$ cat src/rtl/dzcal_pkg.sv
// constants and types for the impedance calibration sequencer
// What this block does
// - long command runs engine, then transfers codes
// - long command at power-up or any later time while idle; dropped while busy
// - first long after reset gets initial period
// - later long commands get operational period
// - short command calibrates within short period
// - short command corrects error within 128 cycles
// - calibration current path off once done
// - no self-started recalibration on self-refresh exit
// - termination input low; parked termination kept
package dzcal_pkg;
    localparam int unsigned DZCAL_CLK_PERIOD_PS = 4000;
    localparam int unsigned DZCAL_CORR_CYCLES = 128;
    localparam int unsigned DZCAL_INIT_CYCLES = 1024;
    localparam int unsigned DZCAL_OPER_CYCLES = 512;
    localparam int unsigned DZCAL_SHORT_CYCLES = 128;
    localparam int unsigned DZCAL_CNT_W = 16;
    localparam int unsigned DZCAL_CODE_W = 6;
    localparam logic [5:0] DZCAL_CODE_RST = 6'h20;
    localparam logic [5:0] DZCAL_CODE_ONE = 6'h01;
    localparam int unsigned DZCAL_LOAD_OFFSET = 2;
    localparam int unsigned DZCAL_CNT_STEP = 1;
    typedef enum logic [3:0] {
        DZCAL_IDLE = 4'h1,
        DZCAL_RUN = 4'h2,
        DZCAL_XFER = 4'h4,
        DZCAL_DONE = 4'h8
    } dzcal_state_t;
endpackage

$ cat src/rtl/dzcal_engine.sv
// successive step engine comparing against external reference
`timescale 1ns/100ps
`default_nettype none
module dzcal_engine
    import dzcal_pkg::*;
(
    // clock and reset
    input wire logic clk,
    input wire logic reset,
    // control
    input wire logic step_en,
    input wire logic cmp_high,
    // result
    output logic [DZCAL_CODE_W-1:0] code
);
    logic [DZCAL_CODE_W-1:0] code_q;
    logic [DZCAL_CODE_W-1:0] code_d;
    wire at_max = (code_q == {DZCAL_CODE_W{1'b1}});
    wire at_min = (code_q == '0);

    assign code_d = !step_en ? code_q :
                    (cmp_high && !at_max) ? code_q + DZCAL_CODE_ONE :
                    (!cmp_high && !at_min) ? code_q - DZCAL_CODE_ONE : code_q;
    assign code = code_q;

    always_ff @(posedge clk) begin
        if (reset) begin
            code_q <= DZCAL_CODE_RST;
        end else begin
            code_q <= code_d;
        end
    end
endmodule
`default_nettype wire

$ cat src/rtl/dzcal_ctrl.sv
// device-side impedance calibration sequencer
`timescale 1ns/100ps
`default_nettype none
module dzcal_ctrl
    import dzcal_pkg::*;
#(
    parameter int unsigned INIT_CYCLES = DZCAL_INIT_CYCLES,
    parameter int unsigned OPER_CYCLES = DZCAL_OPER_CYCLES,
    parameter int unsigned SHORT_CYCLES = DZCAL_SHORT_CYCLES
) (
    // clock and reset
    input wire logic clk,
    input wire logic reset,
    // decoded commands, same domain
    input wire logic long_impedance_cal_cmd,
    input wire logic short_impedance_cal_cmd,
    input wire logic self_refresh_exit,
    // comparator from resistor pin
    input wire logic cal_cmp_pin,
    // outputs
    output logic [DZCAL_CODE_W-1:0] drive_code,
    output logic [DZCAL_CODE_W-1:0] term_code,
    output logic cal_current_en,
    output logic park_term_hold,
    output logic cal_busy
);
    ////////////////////////////////////////////////////////////////
    // pin synchroniser
    logic cmp_s1_q;
    logic cmp_s2_q;

    // sequencer state
    dzcal_state_t state_q;
    dzcal_state_t state_d;

    // period counter
    logic [DZCAL_CNT_W-1:0] cnt_q;
    logic [DZCAL_CNT_W-1:0] cnt_d;

    // first long command since reset
    logic first_done_q;
    logic first_done_d;

    // codes seen by the io
    logic [DZCAL_CODE_W-1:0] drive_q;
    logic [DZCAL_CODE_W-1:0] drive_d;
    logic [DZCAL_CODE_W-1:0] term_q;
    logic [DZCAL_CODE_W-1:0] term_d;

    // engine result
    logic [DZCAL_CODE_W-1:0] eng_code;

    ////////////////////////////////////////////////////////////////
    // helpers
    function automatic logic in_state(input dzcal_state_t cur, input dzcal_state_t want);
        in_state = (cur == want);
    endfunction

    function automatic logic [DZCAL_CNT_W-1:0] period_load(input int unsigned cycles);
        period_load = DZCAL_CNT_W'(cycles) - DZCAL_CNT_W'(DZCAL_LOAD_OFFSET);
    endfunction

    function automatic logic [DZCAL_CODE_W-1:0] take_code(
        input logic sel,
        input logic [DZCAL_CODE_W-1:0] fresh,
        input logic [DZCAL_CODE_W-1:0] held
    );
        take_code = sel ? fresh : held;
    endfunction

    ////////////////////////////////////////////////////////////////
    // state decode
    wire st_idle = in_state(state_q, DZCAL_IDLE);
    wire st_run = in_state(state_q, DZCAL_RUN);
    wire st_xfer = in_state(state_q, DZCAL_XFER);

    ////////////////////////////////////////////////////////////////
    // command acceptance; long wins, busy drops both
    wire long_req = st_idle && long_impedance_cal_cmd;
    wire short_req = st_idle && short_impedance_cal_cmd && !long_impedance_cal_cmd;
    wire any_req = long_req || short_req;
    // self refresh exit alone never starts the engine
    wire srx_only = st_idle && self_refresh_exit && !any_req;

    ////////////////////////////////////////////////////////////////
    // period selection
    wire [DZCAL_CNT_W-1:0] init_load = period_load(INIT_CYCLES);
    wire [DZCAL_CNT_W-1:0] oper_load = period_load(OPER_CYCLES);
    wire [DZCAL_CNT_W-1:0] short_load = period_load(SHORT_CYCLES);
    wire [DZCAL_CNT_W-1:0] long_load = first_done_q ? oper_load : init_load;
    wire [DZCAL_CNT_W-1:0] run_load = long_req ? long_load : short_load;

    ////////////////////////////////////////////////////////////////
    // period counter
    wire cnt_zero = (cnt_q == '0);
    wire [DZCAL_CNT_W-1:0] cnt_dec = cnt_q - DZCAL_CNT_W'(DZCAL_CNT_STEP);
    wire cnt_run = st_run && !cnt_zero;
    wire run_end = st_run && cnt_zero;

    always_comb begin
        cnt_d = cnt_q;
        if (any_req) begin
            cnt_d = run_load;
        end else if (cnt_run) begin
            cnt_d = cnt_dec;
        end
    end

    ////////////////////////////////////////////////////////////////
    // sequencer: run, transfer, settle, back to idle
    always_comb begin
        state_d = state_q;
        case (state_q)
            DZCAL_IDLE: begin
                if (any_req) begin
                    state_d = DZCAL_RUN;
                end else if (srx_only) begin
                    state_d = DZCAL_IDLE;
                end
            end
            DZCAL_RUN: begin
                if (run_end) begin
                    state_d = DZCAL_XFER;
                end
            end
            DZCAL_XFER: begin
                state_d = DZCAL_DONE;
            end
            DZCAL_DONE: begin
                state_d = DZCAL_IDLE;
            end
            default: begin
                state_d = DZCAL_IDLE;
            end
        endcase
    end

    ////////////////////////////////////////////////////////////////
    // first long command since reset
    always_comb begin
        first_done_d = first_done_q;
        if (long_req) begin
            first_done_d = 1'b1;
        end
    end

    ////////////////////////////////////////////////////////////////
    // calibration engine, steps only while running
    wire eng_step = st_run;
    dzcal_engine u_engine (
        .clk(clk),
        .reset(reset),
        .step_en(eng_step),
        .cmp_high(cmp_s2_q),
        .code(eng_code)
    );

    ////////////////////////////////////////////////////////////////
    // transfer to the io in one cycle
    assign drive_d = take_code(st_xfer, eng_code, drive_q);
    assign term_d = take_code(st_xfer, eng_code, term_q);

    ////////////////////////////////////////////////////////////////
    // outputs
    wire busy = !st_idle;
    assign drive_code = drive_q;
    assign term_code = term_q;
    assign cal_current_en = st_run;
    assign park_term_hold = busy;
    assign cal_busy = busy;

    ////////////////////////////////////////////////////////////////
    // registers
    // synchroniser, two stages, no reset
    always_ff @(posedge clk) begin
        cmp_s1_q <= cal_cmp_pin;
        cmp_s2_q <= cmp_s1_q;
    end

    // sequencer state
    always_ff @(posedge clk) begin
        if (reset) begin
            state_q <= DZCAL_IDLE;
        end else begin
            state_q <= state_d;
        end
    end

    // period counter
    always_ff @(posedge clk) begin
        if (reset) begin
            cnt_q <= '0;
        end else begin
            cnt_q <= cnt_d;
        end
    end

    // first long flag
    always_ff @(posedge clk) begin
        if (reset) begin
            first_done_q <= 1'b0;
        end else begin
            first_done_q <= first_done_d;
        end
    end

    // driver code
    always_ff @(posedge clk) begin
        if (reset) begin
            drive_q <= DZCAL_CODE_RST;
        end else begin
            drive_q <= drive_d;
        end
    end

    // termination code
    always_ff @(posedge clk) begin
        if (reset) begin
            term_q <= DZCAL_CODE_RST;
        end else begin
            term_q <= term_d;
        end
    end
endmodule
`default_nettype wire

$ cat config.mk
export PLATFORM = sky130hd
export DESIGN_NAME = dzcal_ctrl
export DESIGN_NICKNAME = d
export VERILOG_FILES = /design/src/rtl/dzcal_pkg.sv /design/src/rtl/dzcal_engine.sv /design/src/rtl/dzcal_ctrl.sv
export SDC_FILE = /design/constraint.sdc
export NUM_CORES = 1
export LEC_CHECK = 0
export ABC_AREA = 1
export BUFFER_PORTS_ARGS = -buffer_cell sky130_fd_sc_hd__buf_2
export CAP_MARGIN = 20
export CORE_MARGIN = 1.5
export CORE_UTILIZATION = 63
export DETAILED_ROUTE_END_ITERATION = 16
export GPL_TIMING_DRIVEN = 0
export MAX_ROUTING_LAYER = met4
export PLACE_DENSITY_LB_ADDON = 0.2
export SLEW_MARGIN = 5
export SYNTH_ARGS = -nofsm -noshare
export SYNTH_HDL_FRONTEND = slang
export SYNTH_SLANG_ARGS = --single-unit
$ cat constraint.sdc
create_clock -name clk -period 3.9 [get_ports clk]
set_input_delay 0.195 -clock clk [delete_from_list [all_inputs] [get_ports clk]]
set_output_delay 0.195 -clock clk [all_outputs]
set_load 0.01 [all_outputs]
## Word-level counts from Yosys, hierarchy flattened

Cells that the tools add are included.

- Add/sub/neg operators: 3
- Multipliers: 0
- Div/mod/pow operators: 0
- Magnitude comparators: 0
- Equal/unequal tests: 6
- Shifts and indexed selects: 0
- Multiplexer cells: 10
- Bitwise operators: 0
- Reductions and logical operators: 23

Operators with widths:

| cell | count |
|---|---|
| $mux 16 | 2 |
| $mux 10 | 2 |
| $logic_not 16->1 | 1 |
| $sub 16x1->16 const B | 1 |
| $mux 4 | 3 |
| $mux 6 | 2 |
| $pmux 4 s3 | 1 |
| $logic_and 1x1->1 | 9 |
| $logic_not 1->1 | 7 |
| $add 6x1->6 const B | 1 |
| $eq 6x6->1 const B | 1 |
| $logic_not 6->1 | 1 |
| $sub 6x1->6 const B | 1 |
| $eq 4x1->1 const B | 1 |
| $eq 4x2->1 const B | 1 |
| $eq 4x3->1 const B | 1 |
| $reduce_and 2->1 | 2 |
| $reduce_bool 2->1 | 2 |
| $ne 3x1->1 const B | 1 |
| $ne 2x1->1 const B | 1 |
| $logic_or 1x1->1 | 1 |

- Register bits after elaboration: 35
- Latch bits: 0
- Bits in writable memories: 0
- Memory bits (read-only): 0
- Input port bits: 6
- Output and inout bits: 15
- Logic and storage cells: 49
- Memories kept: 0

## Logic depth before layout (Yosys ltp)

Gate-level depths: netlist (run 1).

- Word-level depth: 9
- Gate-level depth with buffers: 15
- Gate-level depth less buffers: 15

## Modules after synthesis

A second synthesis (run 1) with hierarchy kept.

- Cell total of the unflattened synthesis: 303
- Area total of the unflattened synthesis: 1981.9 um2

By module, submodules not included:

| module | instances | cells an instance | area an instance (um2) | seq. area each (um2) |
|---|---|---|---|---|
| dzcal_ctrl | 1 | 230 | 1511.4 | 580.6 |
| dzcal_engine | 1 | 73 | 470.5 | 120.1 |

## Worst setup path before layout (run 1)

No wires, ideal clock.

- Kind: reg-to-reg
- Start point: reg u_engine.code_q[0], in the netlist u_engine.code[0]
- End point: reg u_engine.code_q[5], in the netlist u_engine.code[5]
- Setup time: 122 ps
- Arrival: 1614 ps
- Required time: 3778 ps
- Slack: 2164 ps
- Cell stages (with the launch flop): 16
- Buffers on the path: 0
- Clock period less this slack: 1736 ps
- Cell sequence: dfxtp_1 -> nand2_1 -> nor2_1 -> nand2_1 -> nand2_1 -> ha_1 -> nand2_1 -> nand2_1 -> nand2_1 -> nand2_1 -> nor2_1 -> inv_1 -> nand2_1 -> nand2_1 -> nand2_1 -> nand3_1

- Longest elaborated chain between the ends: 5
- Elaborated cells on any way between the ends: 12
- Those cells by class: add/sub (2); eq/ne (1); mux (2); reduce/logical (7)

Ends and longest elaborated chain:

| what | line | RTL |
|---|---|---|
| from (decl) | dzcal_engine.sv:16 | `logic [DZCAL_CODE_W-1:0] code_q;` |
| from (signal assigned) | dzcal_engine.sv:30 | `code_q <= code_d;` |
| parallel branches: the longest is 5 deep, another holds $sub 6x1->6 | - |  |

Several ways; the timed one is not identified. The select of a mux whose other input is x is not followed.
A chain may end at the register's enable or synchronous reset.

## Final worst setup path (run 1)

Ends and elaborated chain as after synthesis.

==> results of run 1 <==
## flip-flops by register name, summed over array words and instances, names as in the netlist
signal / flops
cmp_s1_q: 1
cmp_s2_q: 1
cnt_q: 16
first_done_q: 1
state_q: 4
term_code: 6
u_engine.code: 6
## per-layer routing
metal | part of all wire (%) | GRT usage, % | up-vias
met2 | 42 | 37.27 | 54
met4 | 1.6 | 9.524 | 0
met3 | 5.9 | 5.844 | 6
li1 | - | - | 974
met5 | 0 | - | -
met1 | 50 | 34.10 | 813
## metrics by stage
stage               utilization (%)  worst slack, ns
finish                        73.11            1.927
global route                  73.11            1.681
CTS                           73.11            1.913
detailed placement            71.15            1.932
global placement              71.15            1.979
floorplan                         -            2.164
## cell families after synthesis
logic type | Yosys count | synth area share [%]
buf+inv | 48 | 11.70
fa+ha+maj | 7 | 4.703
xor+xnor | 8 | 3.465
flops | 35 | 34.65
compound gates | 39 | 10.27
simple gates | 157 | 35.21
## worst register-to-register path, delay by kind of cell, from the launching register on
kind                     cells  cell delay, ns
adder cells (fa/ha/maj)      1            0.33
buffers and inverters        1            0.05
flip-flops                   1            0.45
AND/OR/NAND/NOR             13            1.04
## final cells by class
class	instances	area share, %
Clock buffer	7	2.018
Inverter	36	6.670
Sequential cell	35	31.39
Timing Repair Buffer	20	4.709
Clock inverter	1	0.2242
Buffer	12	3.924
Multi-Input combinational cell	211	48.60
Tap cell	44	2.466
## power breakdown
part | internal [mW] | leakage [nW] | switching [mW] | total (mW)
sequential | 0.425 | 0.286 | 0.0767 | 0.502
combinational | 0.284 | 0.825 | 0.463 | 0.747
clock | 0.0702 | 0.0293 | 0.126 | 0.196
total | 0.779 | 1.14 | 0.665 | 1.44
## synthesized netlist by cell type
master / n
buf_4: 7
clkbuf_1: 1
a21oi_1: 24
inv_1: 33
nor3_1: 2
o211ai_1: 1
nand3_2: 3
or2_2: 2
nand2_1: 77
fa_1: 1
xor2_1: 8
ha_1: 6
o21ai_2: 2
buf_2: 1
nand4_1: 7
nand3_1: 13
dfxtp_1: 35
bufinv_8: 1
nor2_1: 38
o21bai_1: 1
inv_2: 2
nand2_4: 2
nor2_4: 3
buf_6: 2
nor2_2: 6
buf_1: 1
o21ai_0: 11
nand2_2: 4
## what timing repair did
item	in CTS	in global routing
buffers inserted	0	0
endpoints found under the hold margin	1	0
hold buffers	1	0
## worst paths after layout
path                                      start                             to  slack [ns]  depth (start not counted)
setup / recovery  u_engine.code[0]$_SDFFE_PP0P_  u_engine.code[5]$_SDFFE_PP1P_        1.93                         15
setup reg to reg  u_engine.code[0]$_SDFFE_PP0P_  u_engine.code[5]$_SDFFE_PP1P_        1.93                         15
hold / removal                self_refresh_exit        state_q[2]$_SDFFE_PP0P_        0.15                          3
hold reg to reg                cmp_s1_q$_DFF_P_               cmp_s2_q$_DFF_P_        0.34                          0
==> metrics.md, run 1 <==
| Metric | Value |
|---|---|
| Status | `completed` |
| Routed wire length | `approximately 4000 um` |
| Synth Area per Inst | `6.877 um^2` |
| Synthesized flop and latch total | `35` |
| Rows | `20` |
| RSZ-0062 raised after global routing | `no` |
| Io pins | `21` |
| GRT Util Overall | `25.41%` |
| Post-synth top area share | `between 30% and 40%` |
| Post-synth cell types | `28` |
| Cell count after placement | `roughly 360` |
| Req. time, crit path | `between 4 and 5 ns` |
| Ant. Diodes | `0` |
| Die Height | `approximately 60 um` |
| Worst-Skew Late Latency | `0.35 ns` |
| Die ar. | `about 3600 um^2` |
| Final hold violation count | `0` |
| CP Capture Type | `flip-flop` |
| # setup viols final | `0` |
| DR iter-0 viols | `approximately 140` |
| Syn. warnings | `0` |
| Fill cell count | `between 200 and 300` |
| Leakage power | `roughly 1.1 nW` |
| CP peak stage delay | `approximately 0.45 ns` |
| Final instance area | `around 2200 um^2` |
| Commonest non-fill, non-tap cell in the layout | `nand2_1` |
| Via count | `roughly 1.8k` |
| Cell with the most instances on the worst path | `nand2_1` |
| Crit-path leading delay family | `simple AND/OR/NAND/NOR gates` |
| Arr. time, crit path | `2.22 ns` |
| Critical path class | `reg -> reg` |
| GP Congestion | `~0.84` |
| Syn Nets | `just over 300` |
| Register Area | `700.7 um^2` |
| DRC errors left | `0` |
| Register area share after synthesis | `34.65%` |
| H-tree levels | `2` |
| Non-Filler Instances | `between 300 and 400` |
| Fin Hold WS | `roughly 0.15 ns` |
| Clock transition at the registers of the reported paths | `around 0.11 ns` |
| Initial core utilization | `roughly two thirds` |
| Critical Path Source Type | `flip-flop` |
| Mapped Cells | `just under 300` |
| CTS sink count | `35` |
| Most frequent cells in the layout | `77 x nand2_1, 38 x nor2_1, 35 x dfxtp_1` |
| CP bufs+invs | `1` |
| Peak supply drop | `0.2520 mV` |
| Post-placement cell area | `roughly 2200 um^2` |
| PwrDens | `647.0 nW/um^2` |
| Post-route antenna net violation count | `0` |
| Area Growth Syn to Fin | `10.40%` |
| TritonRoute pass-1 iters | `4` |
| Max Fanout on Critical Path | `7` |
| Core area | `3053 um^2` |
| Port Buffer Count | `19` |
| Worst-Margin Slew | `0.4586 ns` |
| Vias in the first global route | `about 1.5k` |
| Slowest cell on crit path | `dfxtp_1` |
| Cell Area, Synth | `between 2000 and 2500 um^2` |
| Relative slew slack | `a little over two thirds` |
| Crit-path cells | `nand2_1, nor2_1, nand2_1, nand2_1, ha_1, nand2_1, nand2_1, nand2_1, nand2_1, nor2_1, inv_1, nand2_1, nand2_1, nand2_1, nand3_1` |
| Num CTS Buffers | `5` |
| Root buf cell | `clkbuf_4` |
| Multi-input combinational cell area | `~1100 um^2` |
| Clock Tree Buf Depth | `2` |
| DP Wirelength | `about 3000 um` |
| Setup_tns | `0 ns` |
| Antenna violations before repair | `0` |
| Drt via density | `5.046` |
| Wire per inst | `between 10 and 15 um` |
| Fmax | `506.8 MHz` |
| Max-cap violations | `0` |
| Worst Hold Class | `in -> reg` |
| Net count, final | `~330` |
| Power, Total | `between 1 and 1.5 mW` |
| CTS tree | `built` |
| GRT overflow | `0` |
| Die Width | `around 60 um` |
| Final Slew Violations | `0` |
| First-pass GRT wire length | `~6600 um` |
| Period utilization | `roughly half` |
| Post-synth top area cell | `dfxtp_1` |
| Area contributors post-synth | `dfxtp_1 35%, nand2_1 14%, nor2_1 7.1%, inv_1 6.1%, a21oi_1 5.9%` |
| Share of post-route cells with drive strength above 1 | `18.63%` |
| Pin count of the biggest net entering global routing | `11` |
| Post-layout min period | `1.973 ns` |
| Cts repair resizes | `0` |
| Setup Skew | `between 0.003 and 0.004 ns` |
(Power assumes the default switching activity.)
==> run 2, diff against run 1 <==
--- a/config.mk
+++ b/config.mk
@@ -9,7 +9,7 @@
 export BUFFER_PORTS_ARGS = -buffer_cell sky130_fd_sc_hd__buf_2
 export CAP_MARGIN = 20
 export CORE_MARGIN = 1.5
-export CORE_UTILIZATION = 63
+export CORE_UTILIZATION = 52
 export DETAILED_ROUTE_END_ITERATION = 16
 export GPL_TIMING_DRIVEN = 0
 export MAX_ROUTING_LAYER = met4
==> constraint.sdc (replaced) <==
create_clock -name clk -period 1.7 [get_ports clk]
set_input_delay 0.085 -clock clk [delete_from_list [all_inputs] [get_ports clk]]
set_output_delay 0.085 -clock clk [all_outputs]
set_load 0.01 [all_outputs]
==> run 2 against run 1 <==
- the flow now finishes with violations (negative setup slack)
- critical path depth is 5 lower
- clock skew rose by 0.0082 ns
- routed wire length increased by 14%
- combinational power grew 140%
- power rose to 2.6 times the previous value
- sequential cell count stayed put
- global-route usage fell by 1.7 points
- clock power grew to 4.0 times the previous value
- worst setup slack got worse by 2.0 ns
- sequential power is 130% higher
==> metrics.md, run 2 (synthesis results as in run 1) <==
| Metric | Value |
|---|---|
| # setup viols final | `2` |
| Post-placement cell area | `around 2200 um^2` |
| Drt via density | `4.992` |
| Period utilization | `103.4%` |
| Power, Total | `about 3.7 mW` |
| Vias in the first global route | `between 1.5k and 2k` |
| Fill cell count | `330` |
| Net count, final | `approximately 350` |
| Post-route antenna net violation count | `0` |
| Critical path class | `reg -> reg` |
| Worst R2R Setup Slack | `-0.06 ns` |
| Worst hold start | `self_refresh_exit` |
| DP Wirelength | `3123 um` |
| CP Capture Point | `u_engine.code[2]$_SDFFE_PP0P_` |
| Antenna violations before repair | `0` |
| Critical Path Source Type | `flip-flop` |
| FF-to-FF End | `u_engine.code[2]$_SDFFE_PP0P_` |
| RSZ-0062 raised after global routing | `yes` |
| Ant. Diodes | `0` |
| CP peak stage delay | `0.37 ns` |
| Non-Filler Instances | `381` |
| Port Buffer Count | `19` |
| Final hold violation count | `0` |
| PwrDens | `approximately 1500 nW/um^2` |
| Final Slew Violations | `0` |
| Core area | `3689 um^2` |
| Pin count of the biggest net entering global routing | `12` |
| Register Area | `roughly 720 um^2` |
| Clock Tree Buf Depth | `2` |
| GP Congestion | `around 0.85` |
| Final core utilization | `about two thirds` |
| Worst-case reg-to-reg path depth | `10` |
| Worst-Margin Slew | `between 0.5 and 0.6 ns` |
| Initial core utilization | `between 50% and 60%` |
| Most frequent cells in the layout | `68 x nand2_1, 36 x nor2_1, 31 x inv_1` |
| TritonRoute pass-1 iters | `4` |
| GRT Util Overall | `roughly a quarter` |
| Fmax | `~570 MHz` |
| Req. time, crit path | `between 1.5 and 2 ns` |
| Io pins | `21` |
| Routed wire length | `4597 um` |
| Num CTS Buffers | `5` |
| CTS tree | `built` |
| Worst setup margin | `-0.05836 ns` |
| DR iter-0 viols | `154` |
| CP Capture Type | `flip-flop` |
| Via count | `about 1.9k` |
| Worst-Skew Late Latency | `a little under 0.3 ns` |
| First-pass GRT wire length | `7541 um` |
| Slowest cell on crit path | `fa_2` |
| DRC errors left | `0` |
| Violated checks | `negative setup slack` |
| Clock transition at the registers of the reported paths | `~0.070 ns` |
| H-tree levels | `2` |
| Cell count after placement | `between 300 and 400` |
| Max Fanout on Critical Path | `7` |
| Die ar. | `4271 um^2` |
| CTS sink count | `35` |
| Die Width | `65.36 um` |
| Multi-input combinational cell area | `1195 um^2` |
| Leakage power | `between 1 and 1.5 nW` |
| Reg with most FFs | `cnt_q` |
| Commonest non-fill, non-tap cell in the layout | `nand2_1` |
| Critical R2R Launch | `u_engine.code[2]$_SDFFE_PP0P_` |
| Max-cap violations | `0` |
| Final instance area | `roughly 2500 um^2` |
| Root buf cell | `clkbuf_8` |
| Arr. time, crit path | `1.96 ns` |
| Share of post-route cells with drive strength above 1 | `between 20% and 30%` |
| Crit-path cells | `nand2_2, inv_2, nand2_4, nand2_8, buf_6, fa_2, buf_4, xor2_1, nand2_1, a21oi_1` |
| Worst Hold Class | `in -> reg` |
| Post-layout min period | `about 1.8 ns` |
| Die Height | `between 60 and 70 um` |
| Area Growth Syn to Fin | `24.69%` |
| Fin Hold WS | `roughly 0.13 ns` |
| Start point of the critical path | `u_engine.code[2]$_SDFFE_PP0P_` |
| Wire per inst | `12.07 um` |
| Status | `finished with violations` |
| Relative slew slack | `66.44%` |
| Setup Skew | `0.01205 ns` |
| Rows | `22` |
| GRT overflow | `0` |
| Peak supply drop | `between 0.7 and 0.8 mV` |
| Max FFs per register | `16` |
## run 2: cell types whose count changed in the layout (fill, tap and decap cells not counted), moves of 6 or more
cell,change
buf_4,+10
nand2_1,-9
clkbuf_8,+6
dfxtp_1,-6
nand2_2,+6
## run 2: timing repair
| item | 4_1_cts | 5_1_grt |
|---|---|---|
| setup buffers | 4 | 7 |
| setup endpoints to repair | 3 | 13 |
| hold endpoints to repair | 1 | 0 |
| cloned | 0 | 0 |
| pin swaps | 3 | 14 |
| hold buffers | 1 | 0 |
| gates resized for setup | 15 | 21 |
## run 2: final cells by class
cell class	instances	area share [%]
inverter	36	5.906
tap	48	2.382
multi-input combinational	211	47.39
buffer	12	3.474
sequential	35	28.59
clock inverter	2	1.390
clock buffer	6	3.275
timing repair buffer	31	7.593
## run 2: how the worst min path moves through the flow
stage	slack, ns	endpoint	depth (start not counted)
2_1_floorplan	0.11	cmp_s1_q$_DFF_P_	0
3_3_place_gp	0.19	cmp_s1_q$_DFF_P_	1
3_5_place_dp	0.19	cmp_s1_q$_DFF_P_	1
4_1_cts	0.13	state_q[2]$_SDFFE_PP0P_	3
5_1_grt	0.15	state_q[2]$_SDFFE_PP0P_	3
6_report	0.13	state_q[2]$_SDFFE_PP0P_	3
## run 2: per-stage QoR
stage,setup TNS [ns],setup slack (ns)
2_1_floorplan,0,0.02416
3_3_place_gp,-0.3447,-0.1608
3_5_place_dp,-0.3961,-0.1736
4_1_cts,0,0.001774
5_1_grt,-0.4271,-0.1742
6_report,-0.09164,-0.05836
## run 2: power by group
part / leakage, nW / internal [mW] / switching, mW
clock: 0.0612 / 0.475 / 0.312
sequential: 0.290 / 0.975 / 0.165
combinational: 0.900 / 0.693 / 1.08
## run 2: worst max-delay path, delay by kind of cell (launching register included)
kind	cells	cell delay (ns)
adder cells (fa/ha/maj)	1	0.37
flip-flops	1	0.36
AND/OR/NAND/NOR	4	0.33
buffers and inverters	3	0.33
XOR/XNOR	1	0.14
AO/OA/AOI/OAI	1	0.14
## run 2: metal layers
metal | wire length (um) | track usage [%] | vias to the layer above
li1 | - | - | 996
met4 | 69 | 7.292 | 0
met1 | 2215 | 31.47 | 861
met2 | 2097 | 36.35 | 38
met3 | 215 | 5.137 | 7
met5 | 0 | - | -
